--- config.mk ---
export PLATFORM = sky130hd
export DESIGN_NAME = sfcr_core
export DESIGN_NICKNAME = d
export VERILOG_FILES = /design/src/rtl/sfcr_pkg.sv /design/src/rtl/sfcr_fifo.sv /design/src/rtl/sfcr_core.sv
export SDC_FILE = /design/constraint.sdc
export NUM_CORES = 1
export LEC_CHECK = 0
export ABC_AREA = 1
export BUFFER_PORTS_ARGS = -buffer_cell sky130_fd_sc_hd__buf_2
export CAP_MARGIN = 30
export CORE_MARGIN = 4
export CORE_UTILIZATION = 50
export DETAILED_ROUTE_END_ITERATION = 16
export GPL_TIMING_DRIVEN = 0
export PLACE_DENSITY = 0.71
export RECOVER_POWER = 100
export SLEW_MARGIN = 40
export SYNTH_ARGS = -nofsm -noshare
export SYNTH_HDL_FRONTEND = slang
export SYNTH_SLANG_ARGS = --single-unit
--- constraint.sdc ---
create_clock -name clk -period 4.3 [get_ports clk]
set_clock_uncertainty 0.2 [all_clocks]
set_input_delay 0.43 -clock clk [delete_from_list [all_inputs] [get_ports clk]]
set_output_delay 0.43 -clock clk [all_outputs]
set_load 0.02 [all_outputs]
--- src/rtl/sfcr_pkg.sv ---
// sfcr_pkg: shared constants and types of the serial flash read front end.
// assumes one system clock of 125 MHz and a slower serial link sampled on it.
package sfcr_pkg;

  // opcodes of the two continuous array reads served here
  localparam logic [7:0] OP_READ_LEGACY = 8'he8;
  localparam logic [7:0] OP_READ_FASTEST = 8'h1b;

  // frame layout, counted in serial clock rising edges
  localparam int OPCODE_BITS = 8;
  localparam int ADDR_BITS = 24;
  localparam int DUMMY_BITS_LEGACY = 32;
  localparam int DUMMY_BITS_FASTEST = 16;
  localparam logic [6:0] FRAME_BITS_LEGACY = 7'h40;
  localparam logic [6:0] FRAME_BITS_FASTEST = 7'h30;

  // address field positions within the 24 transmitted bits
  localparam int PAGE_BITS = 12;
  localparam int BYTE_BITS = 10;
  localparam int STD_PAGE_LSB = 10;
  localparam int BIN_PAGE_LSB = 9;
  localparam logic [9:0] STD_BYTE_MASK = 10'h3ff;
  localparam logic [9:0] BIN_BYTE_MASK = 10'h1ff;

  // last byte of a page for each page size, and last page of the array
  localparam logic [9:0] PAGE_LAST_STD = 10'h20f;
  localparam logic [9:0] PAGE_LAST_BIN = 10'h1ff;
  localparam logic [11:0] PAGE_LAST_INDEX = 12'hfff;

  // prefetch buffer shape
  localparam int FIFO_WIDTH = 8;
  localparam int FIFO_DEPTH = 4;

  // reset values of the pin synchronisers (deselected, clock low)
  localparam logic CS_RESET = 1'b1;
  localparam logic SCK_RESET = 1'b0;

  // link timing, the bench runs the serial clock at this period
  localparam int CLK_PERIOD_NS = 8;
  localparam int LINK_PERIOD_NS = 160;
  localparam int LINK_PERIOD_CYCLES = LINK_PERIOD_NS / CLK_PERIOD_NS;

  // frame sequencer states
  typedef enum logic [2:0] {
    SFCR_IDLE = 3'b000,
    SFCR_OPCODE = 3'b001,
    SFCR_ADDR = 3'b010,
    SFCR_DUMMY = 3'b011,
    SFCR_DATA = 3'b100,
    SFCR_IGNORE = 3'b101
  } sfcr_state_type;

endpackage : sfcr_pkg

--- src/rtl/sfcr_fifo.sv ---
// sfcr_fifo: small flip-flop fifo with valid/ready on both sides.
// assumes a single clock; flush empties it and wins over a push.
module sfcr_fifo #(
  parameter int WIDTH = sfcr_pkg::FIFO_WIDTH,
  parameter int DEPTH = sfcr_pkg::FIFO_DEPTH
) (
  // clock and reset
  input wire logic clk,
  input wire logic rst_b,
  // control
  input wire logic flush,
  // filling side
  input wire logic in_valid,
  output logic in_ready,
  input wire logic [WIDTH-1:0] in_data,
  // draining side
  output logic out_valid,
  input wire logic out_ready,
  output logic [WIDTH-1:0] out_data
);

  localparam int PW = (DEPTH > 1) ? $clog2(DEPTH) : 1;

  // pointer wrap relies on a power of two depth
  if (DEPTH < 2 || (DEPTH & (DEPTH - 1)) != 0) begin : g_depth_check
    $error("sfcr_fifo: DEPTH must be a power of two, at least 2");
  end
  if (WIDTH < 1) begin : g_width_check
    $error("sfcr_fifo: WIDTH must be at least 1");
  end

  logic [WIDTH-1:0] store [DEPTH]; // entries, indexed by pointer
  logic [PW-1:0] wr_ptr; // next slot to fill
  logic [PW-1:0] rd_ptr; // oldest entry
  logic [PW:0] count; // entries held
  logic push;
  logic pop;

  // honest flags straight from the fill count
  assign in_ready = (count != DEPTH[PW:0]);
  assign out_valid = (count != '0);
  assign out_data = store[rd_ptr];
  assign push = in_valid && in_ready && !flush;
  assign pop = out_valid && out_ready && !flush;

  // storage write, no reset needed on data
  always_ff @(posedge clk) begin
    if (push) begin
      store[wr_ptr] <= in_data;
    end
  end

  // pointers and count
  always_ff @(posedge clk or negedge rst_b) begin
    if (!rst_b) begin
      wr_ptr <= '0;
      rd_ptr <= '0;
      count <= '0;
    end else if (flush) begin
      wr_ptr <= '0;
      rd_ptr <= '0;
      count <= '0;
    end else begin
      if (push) begin
        wr_ptr <= wr_ptr + 1'b1;
      end
      if (pop) begin
        rd_ptr <= rd_ptr + 1'b1;
      end
      if (push && !pop) begin
        count <= count + 1'b1;
      end else if (pop && !push) begin
        count <= count - 1'b1;
      end
    end
  end

endmodule : sfcr_fifo

--- src/rtl/sfcr_core.sv ---
// sfcr_core: serial front end serving continuous main-array reads.
// assumes the link pins are asynchronous to clk and toggle well below
// a quarter of its rate; the array answers one byte request at a time.
//
// Contract
// chip select fall starts opcode then address
// every byte travels most significant bit first
// three address bytes, dummy bits plus address
// standard pages: ten-bit buffer byte address
// standard pages: twelve page, ten byte bits
// binary pages: nine-bit buffer byte address
// binary pages: bits 20..9 page, 8..0 byte
// opcode selects main array or buffer source; here buffer read opcodes are ignored
// serial modes 0 and 3 both accepted
// legacy read: opcode, address, four dummy bytes
// fastest read: opcode, address, two dummy bytes
// internal address counter advances while streaming
// page end continues into next page seamlessly
// array end wraps to first page seamlessly
// host keeps chip select low whole read
// chip select rise ends read, output off
// continuous reads bypass and preserve both buffers
// host should avoid the legacy read opcode
// sample on rising edge, drive on falling
// reset low aborts and holds sequencer idle
// real address bits right-aligned, leading bits ignored
// first data bit on fall after last dummy
module sfcr_core #(
  parameter int FIFO_DEPTH = sfcr_pkg::FIFO_DEPTH
) (
  // clock and reset
  input wire logic clk,
  input wire logic rst_b,
  // serial link pins
  input wire logic cs_b,
  input wire logic sck,
  input wire logic si,
  output logic so,
  output logic so_oe,
  // configuration, same clock domain
  input wire logic page_binary,
  // main array read port
  output logic mem_rd,
  output logic [11:0] mem_page,
  output logic [9:0] mem_byte,
  input wire logic mem_rvalid,
  input wire logic [7:0] mem_rdata,
  // status
  output logic stream_active,
  output logic underrun
);

  if (FIFO_DEPTH < 2) begin : g_param_check
    $error("sfcr_core: FIFO_DEPTH must be at least 2");
  end

  // last byte of a page for the configured size
  function automatic logic [9:0] page_last(input logic bin);
    return bin ? sfcr_pkg::PAGE_LAST_BIN : sfcr_pkg::PAGE_LAST_STD;
  endfunction : page_last

  // pin synchronisers; stage one feeds only stage two
  logic cs_s1, cs_s2, cs_prev;
  logic sck_s1, sck_s2, sck_prev;
  logic si_s1, si_s2;
  logic sck_rise; // one-cycle enable per rising link edge
  logic sck_fall; // one-cycle enable per falling link edge
  logic cs_fall;
  logic [1:0] cs_settle; // counts out the synchroniser after reset
  logic cs_armed; // chip select seen high since reset

  sfcr_pkg::sfcr_state_type state; // frame sequencer
  logic [5:0] bit_cnt; // bits within the current phase
  logic [5:0] phase_last; // last bit index of the phase
  logic phase_end;
  logic [23:0] shift_in; // incoming bits, newest at bit 0
  logic [23:0] next_shift;
  logic [7:0] opcode; // captured instruction
  logic op_ok; // opcode is a served read

  logic fetch_on; // prefetch enabled for this frame
  logic pending; // one array request outstanding
  logic drop; // discard a reply that outlived its frame
  logic [11:0] fetch_page;
  logic [9:0] fetch_byte;

  logic fifo_in_ready, fifo_out_valid, fifo_pop;
  logic [7:0] fifo_out_data;
  logic [7:0] out_sh; // remaining bits of the byte on the pin
  logic [2:0] out_cnt; // bit of the byte going out next
  logic [6:0] rise_cnt; // rising edges in frame, for checks

  // two-stage capture of the asynchronous pins
  always_ff @(posedge clk or negedge rst_b) begin
    if (!rst_b) begin
      cs_s1 <= sfcr_pkg::CS_RESET;
      cs_s2 <= sfcr_pkg::CS_RESET;
      cs_prev <= sfcr_pkg::CS_RESET;
      sck_s1 <= sfcr_pkg::SCK_RESET;
      sck_s2 <= sfcr_pkg::SCK_RESET;
      sck_prev <= sfcr_pkg::SCK_RESET;
      si_s1 <= 1'b0;
      si_s2 <= 1'b0;
      cs_settle <= 2'h0;
      cs_armed <= 1'b0;
    end else begin
      // stage two holds its reset value for two cycles; wait it out
      cs_settle <= {cs_settle[0], 1'b1};
      cs_armed <= cs_armed || (cs_settle[1] && cs_s2);
      cs_s1 <= cs_b;
      cs_s2 <= cs_s1;
      cs_prev <= cs_s2;
      sck_s1 <= sck;
      sck_s2 <= sck_s1;
      sck_prev <= sck_s2;
      si_s1 <= si;
      si_s2 <= si_s1;
    end
  end

  // edge enables, only while selected
  assign sck_rise = sck_s2 && !sck_prev && !cs_s2;
  assign sck_fall = !sck_s2 && sck_prev && !cs_s2;
  // no false frame start when reset lifts with select already low
  assign cs_fall = cs_prev && !cs_s2 && cs_armed;

  // opcode, address and dummy bits shift in msb first
  assign next_shift = {shift_in[22:0], si_s2};
  assign op_ok = (next_shift[7:0] == sfcr_pkg::OP_READ_LEGACY) ||
                 (next_shift[7:0] == sfcr_pkg::OP_READ_FASTEST);

  // length of each phase in bits, minus one
  always_comb begin
    phase_last = 6'h3f;
    unique case (state)
      sfcr_pkg::SFCR_OPCODE:
        phase_last = 6'(sfcr_pkg::OPCODE_BITS - 1);
      sfcr_pkg::SFCR_ADDR:
        phase_last = 6'(sfcr_pkg::ADDR_BITS - 1);
      sfcr_pkg::SFCR_DUMMY: begin
        // legacy read waits four dummy bytes, fastest two
        if (opcode == sfcr_pkg::OP_READ_LEGACY) begin
          phase_last = 6'(sfcr_pkg::DUMMY_BITS_LEGACY - 1);
        end else begin
          phase_last = 6'(sfcr_pkg::DUMMY_BITS_FASTEST - 1);
        end
      end
      sfcr_pkg::SFCR_IDLE, sfcr_pkg::SFCR_DATA, sfcr_pkg::SFCR_IGNORE:
        phase_last = 6'h3f;
      default: phase_last = 6'h3f;
    endcase
  end
  assign phase_end = sck_rise && (bit_cnt == phase_last);

  // frame sequencer; chip select high forces idle from any state
  always_ff @(posedge clk or negedge rst_b) begin
    if (!rst_b) begin
      state <= sfcr_pkg::SFCR_IDLE;
    end else if (cs_s2) begin
      state <= sfcr_pkg::SFCR_IDLE;
    end else begin
      unique case (state)
        sfcr_pkg::SFCR_IDLE: begin
          // only a fresh select starts a frame, not a reset release
          if (cs_fall) begin
            state <= sfcr_pkg::SFCR_OPCODE;
          end
        end
        sfcr_pkg::SFCR_OPCODE: begin
          if (phase_end) begin
            // buffer reads and all other opcodes are not served here
            state <= op_ok ? sfcr_pkg::SFCR_ADDR
                           : sfcr_pkg::SFCR_IGNORE;
          end
        end
        sfcr_pkg::SFCR_ADDR: begin
          if (phase_end) begin
            state <= sfcr_pkg::SFCR_DUMMY;
          end
        end
        sfcr_pkg::SFCR_DUMMY: begin
          if (phase_end) begin
            state <= sfcr_pkg::SFCR_DATA;
          end
        end
        sfcr_pkg::SFCR_DATA, sfcr_pkg::SFCR_IGNORE: begin
          // stays until deselect; the host holds select low meanwhile
          state <= state;
        end
        default: state <= sfcr_pkg::SFCR_IDLE;
      endcase
    end
  end

  // phase bit counter
  always_ff @(posedge clk or negedge rst_b) begin
    if (!rst_b) begin
      bit_cnt <= '0;
    end else if (cs_s2 || state == sfcr_pkg::SFCR_IDLE) begin
      bit_cnt <= '0;
    end else if (phase_end) begin
      bit_cnt <= '0;
    end else if (sck_rise) begin
      bit_cnt <= bit_cnt + 6'h01;
    end
  end

  // input shifter and opcode capture
  always_ff @(posedge clk or negedge rst_b) begin
    if (!rst_b) begin
      shift_in <= '0;
      opcode <= '0;
    end else if (sck_rise) begin
      shift_in <= next_shift;
      if (state == sfcr_pkg::SFCR_OPCODE && phase_end) begin
        opcode <= next_shift[7:0];
      end
    end
  end

  // fetch address: loaded at address end, then advanced per request
  always_ff @(posedge clk or negedge rst_b) begin
    if (!rst_b) begin
      fetch_page <= '0;
      fetch_byte <= '0;
    end else if (state == sfcr_pkg::SFCR_ADDR && phase_end) begin
      // leading address bits beyond the page field are ignored
      if (page_binary) begin
        fetch_page <= next_shift[sfcr_pkg::BIN_PAGE_LSB +:
                                 sfcr_pkg::PAGE_BITS];
        fetch_byte <= next_shift[9:0] & sfcr_pkg::BIN_BYTE_MASK;
      end else begin
        fetch_page <= next_shift[sfcr_pkg::STD_PAGE_LSB +:
                                 sfcr_pkg::PAGE_BITS];
        fetch_byte <= next_shift[9:0] & sfcr_pkg::STD_BYTE_MASK;
      end
    end else if (mem_rd) begin
      // offsets past the page end also roll into the next page
      if (fetch_byte >= page_last(page_binary)) begin
        fetch_byte <= '0;
        fetch_page <= fetch_page + 12'h001;
      end else begin
        fetch_byte <= fetch_byte + 10'h001;
      end
    end
  end

  // prefetch straight from the array; the buffers are never touched
  assign mem_rd = fetch_on && !pending && fifo_in_ready && !cs_s2;
  assign mem_page = fetch_page;
  assign mem_byte = fetch_byte;

  // request bookkeeping; one outstanding keeps a fifo slot reserved
  always_ff @(posedge clk or negedge rst_b) begin
    if (!rst_b) begin
      fetch_on <= 1'b0;
      pending <= 1'b0;
      drop <= 1'b0;
    end else begin
      if (cs_s2) begin
        fetch_on <= 1'b0;
      end else if (state == sfcr_pkg::SFCR_ADDR && phase_end) begin
        fetch_on <= 1'b1;
      end
      if (mem_rd) begin
        pending <= 1'b1;
      end else if (mem_rvalid) begin
        pending <= 1'b0;
      end
      // a reply still in flight at deselect belongs to no frame
      if (mem_rvalid) begin
        drop <= 1'b0;
      end else if (cs_s2 && pending) begin
        drop <= 1'b1;
      end
    end
  end

  // prefetch buffer between array and serial output
  sfcr_fifo #(
    .WIDTH(sfcr_pkg::FIFO_WIDTH),
    .DEPTH(FIFO_DEPTH)
  ) u_fifo (
    .clk(clk),
    .rst_b(rst_b),
    .flush(cs_s2),
    .in_valid(mem_rvalid && !drop),
    .in_ready(fifo_in_ready),
    .in_data(mem_rdata),
    .out_valid(fifo_out_valid),
    .out_ready(fifo_pop),
    .out_data(fifo_out_data)
  );

  // a new byte is taken at the falling edge that starts it
  assign fifo_pop = sck_fall && (state == sfcr_pkg::SFCR_DATA) &&
                    (out_cnt == 3'h0);

  // output shifter, driven on falling link edges
  always_ff @(posedge clk or negedge rst_b) begin
    if (!rst_b) begin
      so <= 1'b0;
      out_sh <= '0;
      out_cnt <= '0;
    end else if (state != sfcr_pkg::SFCR_DATA) begin
      out_cnt <= '0;
    end else if (sck_fall) begin
      if (out_cnt == 3'h0) begin
        if (fifo_out_valid) begin
          so <= fifo_out_data[7];
          out_sh <= {fifo_out_data[6:0], 1'b0};
          out_cnt <= 3'h1;
        end else begin
          // array too slow: hold position rather than skip a byte
          so <= 1'b0;
        end
      end else begin
        so <= out_sh[7];
        out_sh <= {out_sh[6:0], 1'b0};
        out_cnt <= out_cnt + 3'h1;
      end
    end
  end

  // pin is driven only while streaming
  assign so_oe = (state == sfcr_pkg::SFCR_DATA);
  assign stream_active = so_oe;

  // underrun flag, held until the next frame starts
  always_ff @(posedge clk or negedge rst_b) begin
    if (!rst_b) begin
      underrun <= 1'b0;
    end else if (cs_fall) begin
      underrun <= 1'b0;
    end else if (fifo_pop && !fifo_out_valid) begin
      underrun <= 1'b1;
    end
  end

  // rising edge count per frame, read only by checks
  always_ff @(posedge clk or negedge rst_b) begin
    if (!rst_b) begin
      rise_cnt <= '0;
    end else if (state == sfcr_pkg::SFCR_IDLE) begin
      rise_cnt <= '0;
    end else if (sck_rise && rise_cnt != 7'h7f) begin
      rise_cnt <= rise_cnt + 7'h01;
    end
  end

  // checks on the frame sequence
  AST_DESELECT_OFF: assert property (@(posedge clk) disable iff (!rst_b)
    cs_s2 |=> !so_oe && !fetch_on)
    else $error("output still driven after deselect");

  AST_OPCODE_LEN: assert property (@(posedge clk) disable iff (!rst_b)
    (state == sfcr_pkg::SFCR_OPCODE) && sck_rise && bit_cnt == 6'h07
    && !cs_s2 |=> state != sfcr_pkg::SFCR_OPCODE)
    else $error("opcode phase not eight bits");

  AST_LEGACY_FRAME: assert property (@(posedge clk) disable iff (!rst_b)
    $rose(state == sfcr_pkg::SFCR_DATA) &&
    opcode == sfcr_pkg::OP_READ_LEGACY
    |-> rise_cnt == sfcr_pkg::FRAME_BITS_LEGACY)
    else $error("legacy read header length wrong");

  AST_FAST_FRAME: assert property (@(posedge clk) disable iff (!rst_b)
    $rose(state == sfcr_pkg::SFCR_DATA) &&
    opcode == sfcr_pkg::OP_READ_FASTEST
    |-> rise_cnt == sfcr_pkg::FRAME_BITS_FASTEST)
    else $error("fastest read header length wrong");

  AST_FIRST_BIT: assert property (@(posedge clk) disable iff (!rst_b)
    fifo_pop && fifo_out_valid |=> so == $past(fifo_out_data[7])
    && out_cnt == 3'h1)
    else $error("first bit of byte is not its msb");

  AST_ADDR_STD: assert property (@(posedge clk) disable iff (!rst_b)
    state == sfcr_pkg::SFCR_ADDR && phase_end && !cs_s2 && !page_binary
    |=> fetch_page == $past(next_shift[21:10])
    && fetch_byte == $past(next_shift[9:0]))
    else $error("standard page address split wrong");

  AST_ADDR_BIN: assert property (@(posedge clk) disable iff (!rst_b)
    state == sfcr_pkg::SFCR_ADDR && phase_end && !cs_s2 && page_binary
    |=> fetch_page == $past(next_shift[20:9])
    && fetch_byte == {1'b0, $past(next_shift[8:0])})
    else $error("binary page address split wrong");

  AST_INCREMENT: assert property (@(posedge clk) disable iff (!rst_b)
    mem_rd && fetch_byte < page_last(page_binary)
    |=> fetch_byte == $past(fetch_byte) + 10'h001
    && fetch_page == $past(fetch_page))
    else $error("address counter did not advance");

  AST_PAGE_CROSS: assert property (@(posedge clk) disable iff (!rst_b)
    mem_rd && fetch_byte == page_last(page_binary)
    |=> fetch_byte == 10'h000
    && fetch_page == $past(fetch_page) + 12'h001)
    else $error("page crossover wrong");

  AST_ARRAY_WRAP: assert property (@(posedge clk) disable iff (!rst_b)
    mem_rd && fetch_page == sfcr_pkg::PAGE_LAST_INDEX &&
    fetch_byte == page_last(page_binary)
    |=> fetch_page == 12'h000)
    else $error("array end did not wrap to first page");

  COV_LEGACY: cover property (@(posedge clk) disable iff (!rst_b)
    $rose(state == sfcr_pkg::SFCR_DATA) &&
    opcode == sfcr_pkg::OP_READ_LEGACY);
  COV_FASTEST: cover property (@(posedge clk) disable iff (!rst_b)
    $rose(state == sfcr_pkg::SFCR_DATA) &&
    opcode == sfcr_pkg::OP_READ_FASTEST);
  COV_CROSS: cover property (@(posedge clk) disable iff (!rst_b)
    mem_rd && fetch_byte == page_last(page_binary));
  COV_ABORT: cover property (@(posedge clk) disable iff (!rst_b)
    state == sfcr_pkg::SFCR_DATA ##1 state == sfcr_pkg::SFCR_IDLE);

endmodule : sfcr_core

==> results of run 1 <==
[power breakdown]
part,leakage [nW],switching [mW],internal [mW]
logic,1.54,0.310,0.141
registers,1.42,0.0723,1.33
clock network,0.260,0.497,0.805
total,3.22,0.879,2.27
[cell usage in the layout, fill, tap and decap left out, types with 5 or more instances in the layout]
cell type,instances
nor2_1,77
clkbuf_1,62
xnor2_1,8
o211ai_1,12
buf_2,7
nand4_1,22
o21ai_0,81
xor2_1,10
a21oi_1,12
nor3_1,7
dfrtp_1,90
nand3_1,55
clkbuf_16,17
ha_1,15
inv_1,71
o22ai_1,12
edfxtp_1,32
dlygate4sd3_1,5
nand2_1,192
[flip-flops by register name, indices dropped and copies added (netlist names), 2 cells and up]
signal and count:
shift_in 21, cs_settle 2, mem_byte 10, out_sh 7
u_fifo.wr_ptr 2, bit_cnt 6, u_fifo.store 32, u_fifo.count 3
opcode 8, mem_page 12, out_cnt 3, state 3
u_fifo.rd_ptr 2
[critical path, cell delays in order, from the launching register on]
cell and delay [ns]:
dfstp_1 0.38, inv_1 0.09, clkbuf_1 0.38, nand4_1 0.42, clkinv_1 0.31, clkbuf_1 0.27
[kinds of logic after synthesis]
logic type | synth area share
xor gates and xnor gates | 0.0250
other | 0.000595
DFF | 0.522
and+or+nand+nor | 0.244
adders and majority gates | 0.0329
buffers and inverters | 0.0647
AOI/OAI and AO/OA | 0.110
[what timing repair did]
item,CTS,global route
hold endpoints to repair,48,0
resized for setup,0,0
hold buffers,5,0
[through the flow]
step / utilization / cell area, µm²
floorplan: - / 6300
global placement: 0.552 / 6720
detailed placement: 0.555 / 6750
CTS: 0.604 / 7350
global route: 0.598 / 7280
finish: 0.598 / 7280
[path summary, 6_finish.rpt]
kind,start,endpoint,slack [ns],cells after the start
max reg2reg,state[2],mem_page[9],1.61,10
max in group asynchronous,rst_b,cs_s1,2.90,3
min,mem_rdata[1],u_fifo.store[1][1],0.07,1
max,cs_s2,mem_rd,1.43,5
min reg2reg,sck_s1,sck_s2,0.15,0
min in group asynchronous,rst_b,mem_byte[7],0.34,2
[area by class of cell]
cell class                 instances  area [µm²]
timing repair buffer              47         244
buffer                            28         116
inverter                          76         285
sequential                       125        3290
multi-input combinational        521        2580
fill                            1119        4880
tap                              168         210
clock inverter                    11        97.6
clock buffer                      21         450
[per-layer routing]
metal  share of wire  global-route usage  up-vias
met5               0                   0        -
met4           0.024              0.0836        0
met3           0.053              0.0468       25
met2            0.50               0.353      134
met1            0.43               0.247     2462
li1                -                   -     2620
==> results.json, run 1 <==
{
  "final_nets": 847,
  "finalSetupViolCount": 0,
  "grt_pass1_wl_mm": 23.8,
  "grt_pass1_vias": 5116,
  "drt-pass1-iter-count": 6,
  "slew_violations": 0,
  "ir_drop_uv": 420,
  "num_vias": 5241,
  "grt_start_max_net_pins": 50,
  "hold_slack_ns": 0.0719,
  "via_per_inst": 5.26,
  "cts_buffers": 17,
  "synthFlopType": "dfrtp_1",
  "p_leak_nw": 3.22,
  "required_ns": 3.67,
  "synth_edf_count": 32,
  "grt-ovfl-total": 0,
  "cp.arrival_ns": 2.24,
  "timing.final.ws_setup_ns": 1.43,
  "finalPower_mw": 3.15,
  "clkLatencyLatePin_ns": 0.41,
  "gp_congestion": 0.845,
  "fin_setup_tns_ns": 0,
  "end_kind": "output port",
  "dieHeight_um": 120,
  "clk_transition_reported_paths_ns": 0.05,
  "hpwlAfterDp_mm": 10.0,
  "place_ws_ns": 1.53,
  "yosysWarnings": 0,
  "rsz0062_at_grt": "false",
  "hold_class": "in2reg",
  "diodes": 0,
  "initial_utilization": 0.518,
  "maxCapViolations": 0,
  "synth_most_common_cell": "nand2_1",
  "dp.cells": 960,
  "fin_cells": 997,
  "avgRoutedWirePerCell_um": 14.0,
  "ant_nets": 0,
  "die-area_um2": 14500,
  "cp_max_fo": 10,
  "antenna_found_initial": 0,
  "portBuffers": 41,
  "htree_num_levels": 4,
  "period_share": 0.668,
  "synth_cells": 750,
  "yosysUniqueCellTypes": 38,
  "die-width_um": 120,
  "seq_area_frac_synth": 0.522,
  "core-area_um2": 12200,
  "track_usage": 0.204,
  "tightest_slew_ns": 0.790,
  "cp-start-kind": "flop",
  "power_density_nw_per_um2": 433,
  "synth.area.top_cells": "dfrtp_1, edfxtp_1, nand2_1, o21ai_0, nor2_1",
  "post-synth-top-area-cell": "dfrtp_1",
  "slew_headroom": 0.471,
  "io_pins": 42,
  "area_delta_synth_final_pct": 15.4,
  "postCtsSetupBuffers": 0,
  "worstSetupPathType": "reg2out",
  "rows": 40,
  "outcome": "completed",
  "drt-total-wl_mm": 13.9,
  "cts_tree": "built",
  "yosysTopAreaCellShare": 0.357,
  "finalCriticalPeriod_ns": 2.87,
  "synth-seq-cells": 125,
  "cts-root-buf": "clkbuf_16",
  "avgSynthCellArea_um2": 8.40,
  "cts_max_path_buffers": 2,
  "syn_nets": 781,
  "hold_violations": 0,
  "drt_iter0_drc": 466,
  "synthTopCellsByCount": "nand2_1, dfrtp_1, o21ai_0",
  "drive_above_1_share": 0.0603,
  "fmax_ghz": 0.348,
  "netlist_area_um2": 6300,
  "cts.sinks": 125,
  "synthArstFlopShare": 0.744,
  "drc": 0
}
No activity file was read; power rests on OpenSTA's default activity.
==> inputs of run 2 (changes only) <==
Settings changed: PLACE_DENSITY 0.71 to 0.73.
Clock period 4.3 ns to 2.5 ns, I/O delays scaled along.
==> run 2 against run 1 <==
Net effect: via count rose by 2.1%; total power rose by 74%; first-iteration DRC count fell by 29%; setup slack got worse by 1.3 ns; critical endpoint unchanged; largest power group unchanged.
==> results.json, run 2 (synthesis gave the netlist of run 1 again) <==
{
  "drt-pass1-iter-count": 5,
  "hold_violations": 0,
  "ir_drop_uv": 496,
  "internal_power_mw": 3.89,
  "clk_transition_reported_paths_ns": 0.05,
  "reg2reg_to": "u_fifo.count[2]",
  "fin_cells": 1009,
  "hpwlAfterDp_mm": 10.0,
  "htree_num_levels": 4,
  "area_delta_synth_final_pct": 17.3,
  "initial_utilization": 0.518,
  "num_vias": 5350,
  "tightest_slew_ns": 0.957,
  "clkLatencyLatePin_ns": 0.42,
  "rsz0062_at_grt": "false",
  "final_cell_mix": "nand2_1, dfrtp_1, o21ai_0",
  "top_register": "u_fifo.store",
  "cts_tree": "built",
  "drive_above_1_share": 0.0844,
  "drt_iter0_drc": 329,
  "diodes": 0,
  "outcome": "completed",
  "via_per_inst": 5.30,
  "largest_reg_flops": 32,
  "fin_setup_tns_ns": 0,
  "drt-total-wl_mm": 14.3,
  "cp.arrival_ns": 1.93,
  "die-width_um": 120,
  "end_kind": "output port",
  "cts_buffers": 17,
  "antenna_found_initial": 0,
  "switchingPower_mw": 1.59,
  "rows": 40,
  "avgRoutedWirePerCell_um": 14.1,
  "hold_end": "cs_settle[1]",
  "place_ws_ns": -0.104,
  "core-area_um2": 12200,
  "io_pins": 42,
  "period_share": 0.951,
  "worstSetupPathType": "reg2out",
  "drc": 0,
  "ant_nets": 0,
  "grt_start_max_net_pins": 58,
  "r2r_slack_ns": 0.17,
  "p_leak_nw": 3.29,
  "gp_congestion": 0.848,
  "maxCapViolations": 0,
  "timing.rr.start": "out_cnt[0]",
  "slew_violations": 0,
  "hold_class": "reg2reg",
  "fmax_ghz": 0.421,
  "cts-root-buf": "clkbuf_16",
  "place_area_um2": 6750,
  "grt_pass1_wl_mm": 24.5,
  "finalCriticalPeriod_ns": 2.38,
  "finalSetupViolCount": 0,
  "die-area_um2": 14500,
  "cts.sinks": 125,
  "timing.final.ws_setup_ns": 0.122,
  "reg2reg_depth": 14,
  "dp.cells": 960,
  "power.share.clock": 0.417,
  "slew_headroom": 0.362,
  "grt_pass1_vias": 5228,
  "power_density_nw_per_um2": 742,
  "switching_share": 0.290,
  "cp_max_fo": 10,
  "dieHeight_um": 120,
  "pwr-share-seq": 0.438,
  "combinationalPowerShare": 0.145,
  "layout_commonest_cell": "nand2_1",
  "track_usage": 0.210,
  "stdcell_area_um2": 7400,
  "grt-ovfl-total": 0,
  "portBuffers": 41,
  "cp-start-kind": "flop",
  "holdPathStages": 0,
  "required_ns": 2.05,
  "worstHoldStart": "cs_settle[0]",
  "finalPower_mw": 5.48,
  "final_nets": 859,
  "cts_max_path_buffers": 2
}
## run 2: changes by cell type in the layout (fill, tap and decap cells not counted), sizes merged
| cell | delta |
|---|---|
| dlygate4sd3 | +8 |
| inv | +3 |
| clkbuf | -4 |
| clkinvlp | +2 |
| buf | +5 |
| clkinv | -2 |
## run 2: final cells by class
type                       count  area, µm²
timing repair buffer          59        328
fill                        1056       4770
sequential                   125       3290
clock inverter                14        120
inverter                      76        288
buffer                        28        125
tap                          168        210
clock buffer                  18        429
multi-input combinational    521       2600
## run 2: worst max path at each step
stage	end	slack (ns)	cells after the start	start
after floorplan	u_fifo.count[2]	0.26	14	out_cnt[0]
after global placement	mem_page[4]	-0.04	11	page_binary
after detailed placement	mem_page[3]	-0.10	11	page_binary
after CTS	u_fifo.count[2]	0.04	14	out_cnt[0]
after global routing	u_fifo.count[2]	0.005	14	out_cnt[0]
final	mem_rd	0.12	6	cs_s2
## run 2: layer usage
metal | vias up | global-route usage | part of all wire
met1 | 2536 | 0.259 | 0.43
li1 | 2647 | - | -
met4 | 0 | 0.0977 | 0.023
met3 | 25 | 0.0416 | 0.048
met5 | - | 0 | 0
met2 | 142 | 0.358 | 0.50
## run 2: repair_timing
action / CTS / global route
resized for setup: 2 / 6
endpoints found under the hold margin: 127 / 0
endpoints found under the setup margin: 3 / 20
setup buffers: 2 / 2
pin swaps: 1 / 0
hold buffers: 13 / 0
## run 2: stage by stage
stage / hold slack [ns] / utilization
3_5_place_dp: -0.0167 / 0.555
3_3_place_gp: 0.132 / 0.552
5_1_grt: 0.152 / 0.608
2_1_floorplan: -0.246 / -
6_report: 0.148 / 0.608
4_1_cts: 0.106 / 0.613
## run 2: power by group through the flow
stage	clock network, mW	logic (mW)	registers (mW)
after detailed placement	0	0.791	2.44
final	2.29	0.794	2.40
after global placement	0	0.753	2.43
after global routing	2.42	0.918	2.42
after floorplan	0	0.567	2.41
after CTS	2.32	0.809	2.40
## run 2: critical path, cell delays in order (launching register included)
cell and delay [ns]:
dfstp_1 0.54, inv_1 0.07, clkbuf_1 0.23, nand4_1 0.16
clkbuf_2 0.17, clkinv_2 0.15, buf_2 0.20
==> inputs of run 3 (changes only) <==
Settings changed: PLACE_DENSITY 0.73 to 0.71.
Clock period 2.5 ns to 3.01 ns, I/O delays scaled along.
==> run 3 against run 2 <==
Net effect: via count down 1.6%; critical path depth down 1; total power down 18%; design area down 0.54%; critical path type unchanged; first-iteration DRC count up 45%; sequential power down 17%; worst hold slack worse by 0.0023 ns.
==> results.json, run 3 (synthesis gave the netlist of run 1 again) <==
{
  "slew_violations": 0,
  "drive_above_1_share": 0.0645,
  "crit_chain": "inv_1 -> clkbuf_1 -> nand4_1 -> clkinv_1 -> clkbuf_1",
  "fin_setup_tns_ns": 0,
  "slew_headroom": 0.189,
  "layout_commonest_cell": "nand2_1",
  "place_area_um2": 6750,
  "fillerInstances": 1108,
  "cp-start-kind": "flop",
  "diodes": 0,
  "drc": 0,
  "gp_congestion": 0.845,
  "hpwlAfterDp_mm": 10.0,
  "end_kind": "output port",
  "final_cell_mix": "nand2_1, dfrtp_1, o21ai_0",
  "ant_nets": 0,
  "grt-ovfl-total": 0,
  "holdPathStages": 0,
  "grt_pass1_vias": 5190,
  "drt-total-wl_mm": 14.1,
  "finalSetupViolCount": 0,
  "via_per_inst": 5.24,
  "clk_transition_reported_paths_ns": 0.05,
  "rows": 40,
  "avgRoutedWirePerCell_um": 14.0,
  "worstSetupPathType": "reg2out",
  "finalCriticalPeriod_ns": 2.74,
  "antenna_found_initial": 0,
  "crit_top_cell": "clkbuf_1",
  "r2r_slack_ns": 0.38,
  "outcome": "completed",
  "num_vias": 5263,
  "drt-pass1-iter-count": 7,
  "initial_utilization": 0.518,
  "grt_start_max_net_pins": 50,
  "max_stage_delay_ns": 0.42,
  "area_delta_synth_final_pct": 16.7,
  "largest_reg_flops": 32,
  "clkLatencyLatePin_ns": 0.42,
  "die-area_um2": 14500,
  "cts-root-buf": "clkbuf_16",
  "cts_tree": "built",
  "critPathSlowestCell": "nand4_1",
  "rsz0062_at_grt": "false",
  "dieHeight_um": 120,
  "final_nets": 855,
  "drt_iter0_drc": 476,
  "top_register": "u_fifo.store",
  "reg2reg_to": "mem_page[9]",
  "hold_violations": 0,
  "multiInputGateArea_um2": 2580,
  "portBuffers": 41,
  "maxCapViolations": 0,
  "track_usage": 0.207,
  "hold_class": "reg2reg",
  "cp-startpoint": "cs_s2",
  "register_area_um2": 3290,
  "die-width_um": 120,
  "worstHoldStart": "sck_s1",
  "ir_drop_uv": 607,
  "cts_max_path_buffers": 2,
  "grt_pass1_wl_mm": 24.1,
  "power_density_nw_per_um2": 614,
  "timing.rr.start": "state[2]",
  "hold_end": "sck_s2",
  "reg2reg_depth": 12,
  "cp_max_fo": 10,
  "cts_buffers": 17,
  "period_share": 0.910,
  "required_ns": 2.51,
  "cp.arrival_ns": 2.24,
  "stdcell_area_um2": 7360,
  "tightest_slew_ns": 1.22,
  "cts.sinks": 125,
  "core-area_um2": 12200,
  "ctsResizeCount": 0,
  "p_leak_nw": 3.26,
  "htree_num_levels": 4,
  "fmax_ghz": 0.365,
  "io_pins": 42
}
==> run 3: changes by cell type in the layout (fill, tap and decap cells not counted), moves of 2 or more <==
| cell | delta |
|---|---|
| buf_2 | -3 |
| buf_4 | -3 |
| clkbuf_1 | +7 |
| clkbuf_2 | -3 |
| clkinv_4 | +2 |
| clkinvlp_4 | -2 |
| inv_6 | -3 |
| nor2_1 | +3 |
| nor2_2 | -3 |
==> run 3: cell type report <==
cell class	instances	share of cell area
multi-input cells	521	0.351
flip-flops and latches	125	0.448
clock inverters	11	0.0133
inverters	76	0.0388
repair buffers	55	0.0434
clock buffers	21	0.0612
well taps	168	0.0286
plain buffers	28	0.0163
==> run 3: worst max-delay path by stage <==
stage,endpoint,slack [ns],cells past startpoint
2_1_floorplan,u_fifo.count[2],0.77,14
3_3_place_gp,mem_page[10],0.41,11
3_5_place_dp,mem_page[9],0.37,11
4_1_cts,mem_rd,0.31,5
5_1_grt,mem_page[9],0.11,12
6_report,mem_rd,0.27,5
==> run 3: metrics by stage <==
step	total power [mW]	hold slack (ns)	instances	util	setup slack [ns]
6_report	4.52	0.145	1005	0.605	0.270
3_3_place_gp	2.65	0.132	959	0.552	0.414
5_1_grt	4.76	0.152	1005	0.605	0.105
4_1_cts	4.57	0.146	1005	0.611	0.308
2_1_floorplan	2.48	-0.195	750	-	0.775
3_5_place_dp	2.68	0.0637	960	0.555	0.369
==> run 3: power breakdown <==
part	internal [mW]	total (mW)	switching [mW]	leakage, nW
registers	1.89	2.00	0.103	1.42
logic	0.208	0.655	0.446	1.58
clock network	1.15	1.87	0.717	0.260
total	3.25	4.52	1.27	3.26
==> run 3: timing repair <==
item,4_1_cts,5_1_grt
hold buffers,13,0
endpoints found under the setup margin,0,0
endpoints found under the hold margin,81,0
setup buffers,0,0
==> run 3: worst max-delay path: cells and delay by family, from the launching register on <==
family | cells | cell delay [ns]
buffers and inverters | 4 | 1.04
and+or+nand+nor | 1 | 0.42
DFF | 1 | 0.38
==> run 3: routing by layer <==
| layer | vias to the layer above | routed length [µm] | GRT usage |
|---|---|---|---|
| li1 | 2636 | - | - |
| met1 | 2477 | 6140 | 0.250 |
| met2 | 123 | 6930 | 0.358 |
| met3 | 27 | 674 | 0.0458 |
| met4 | 0 | 356 | 0.0871 |
| met5 | - | 0 | 0 |
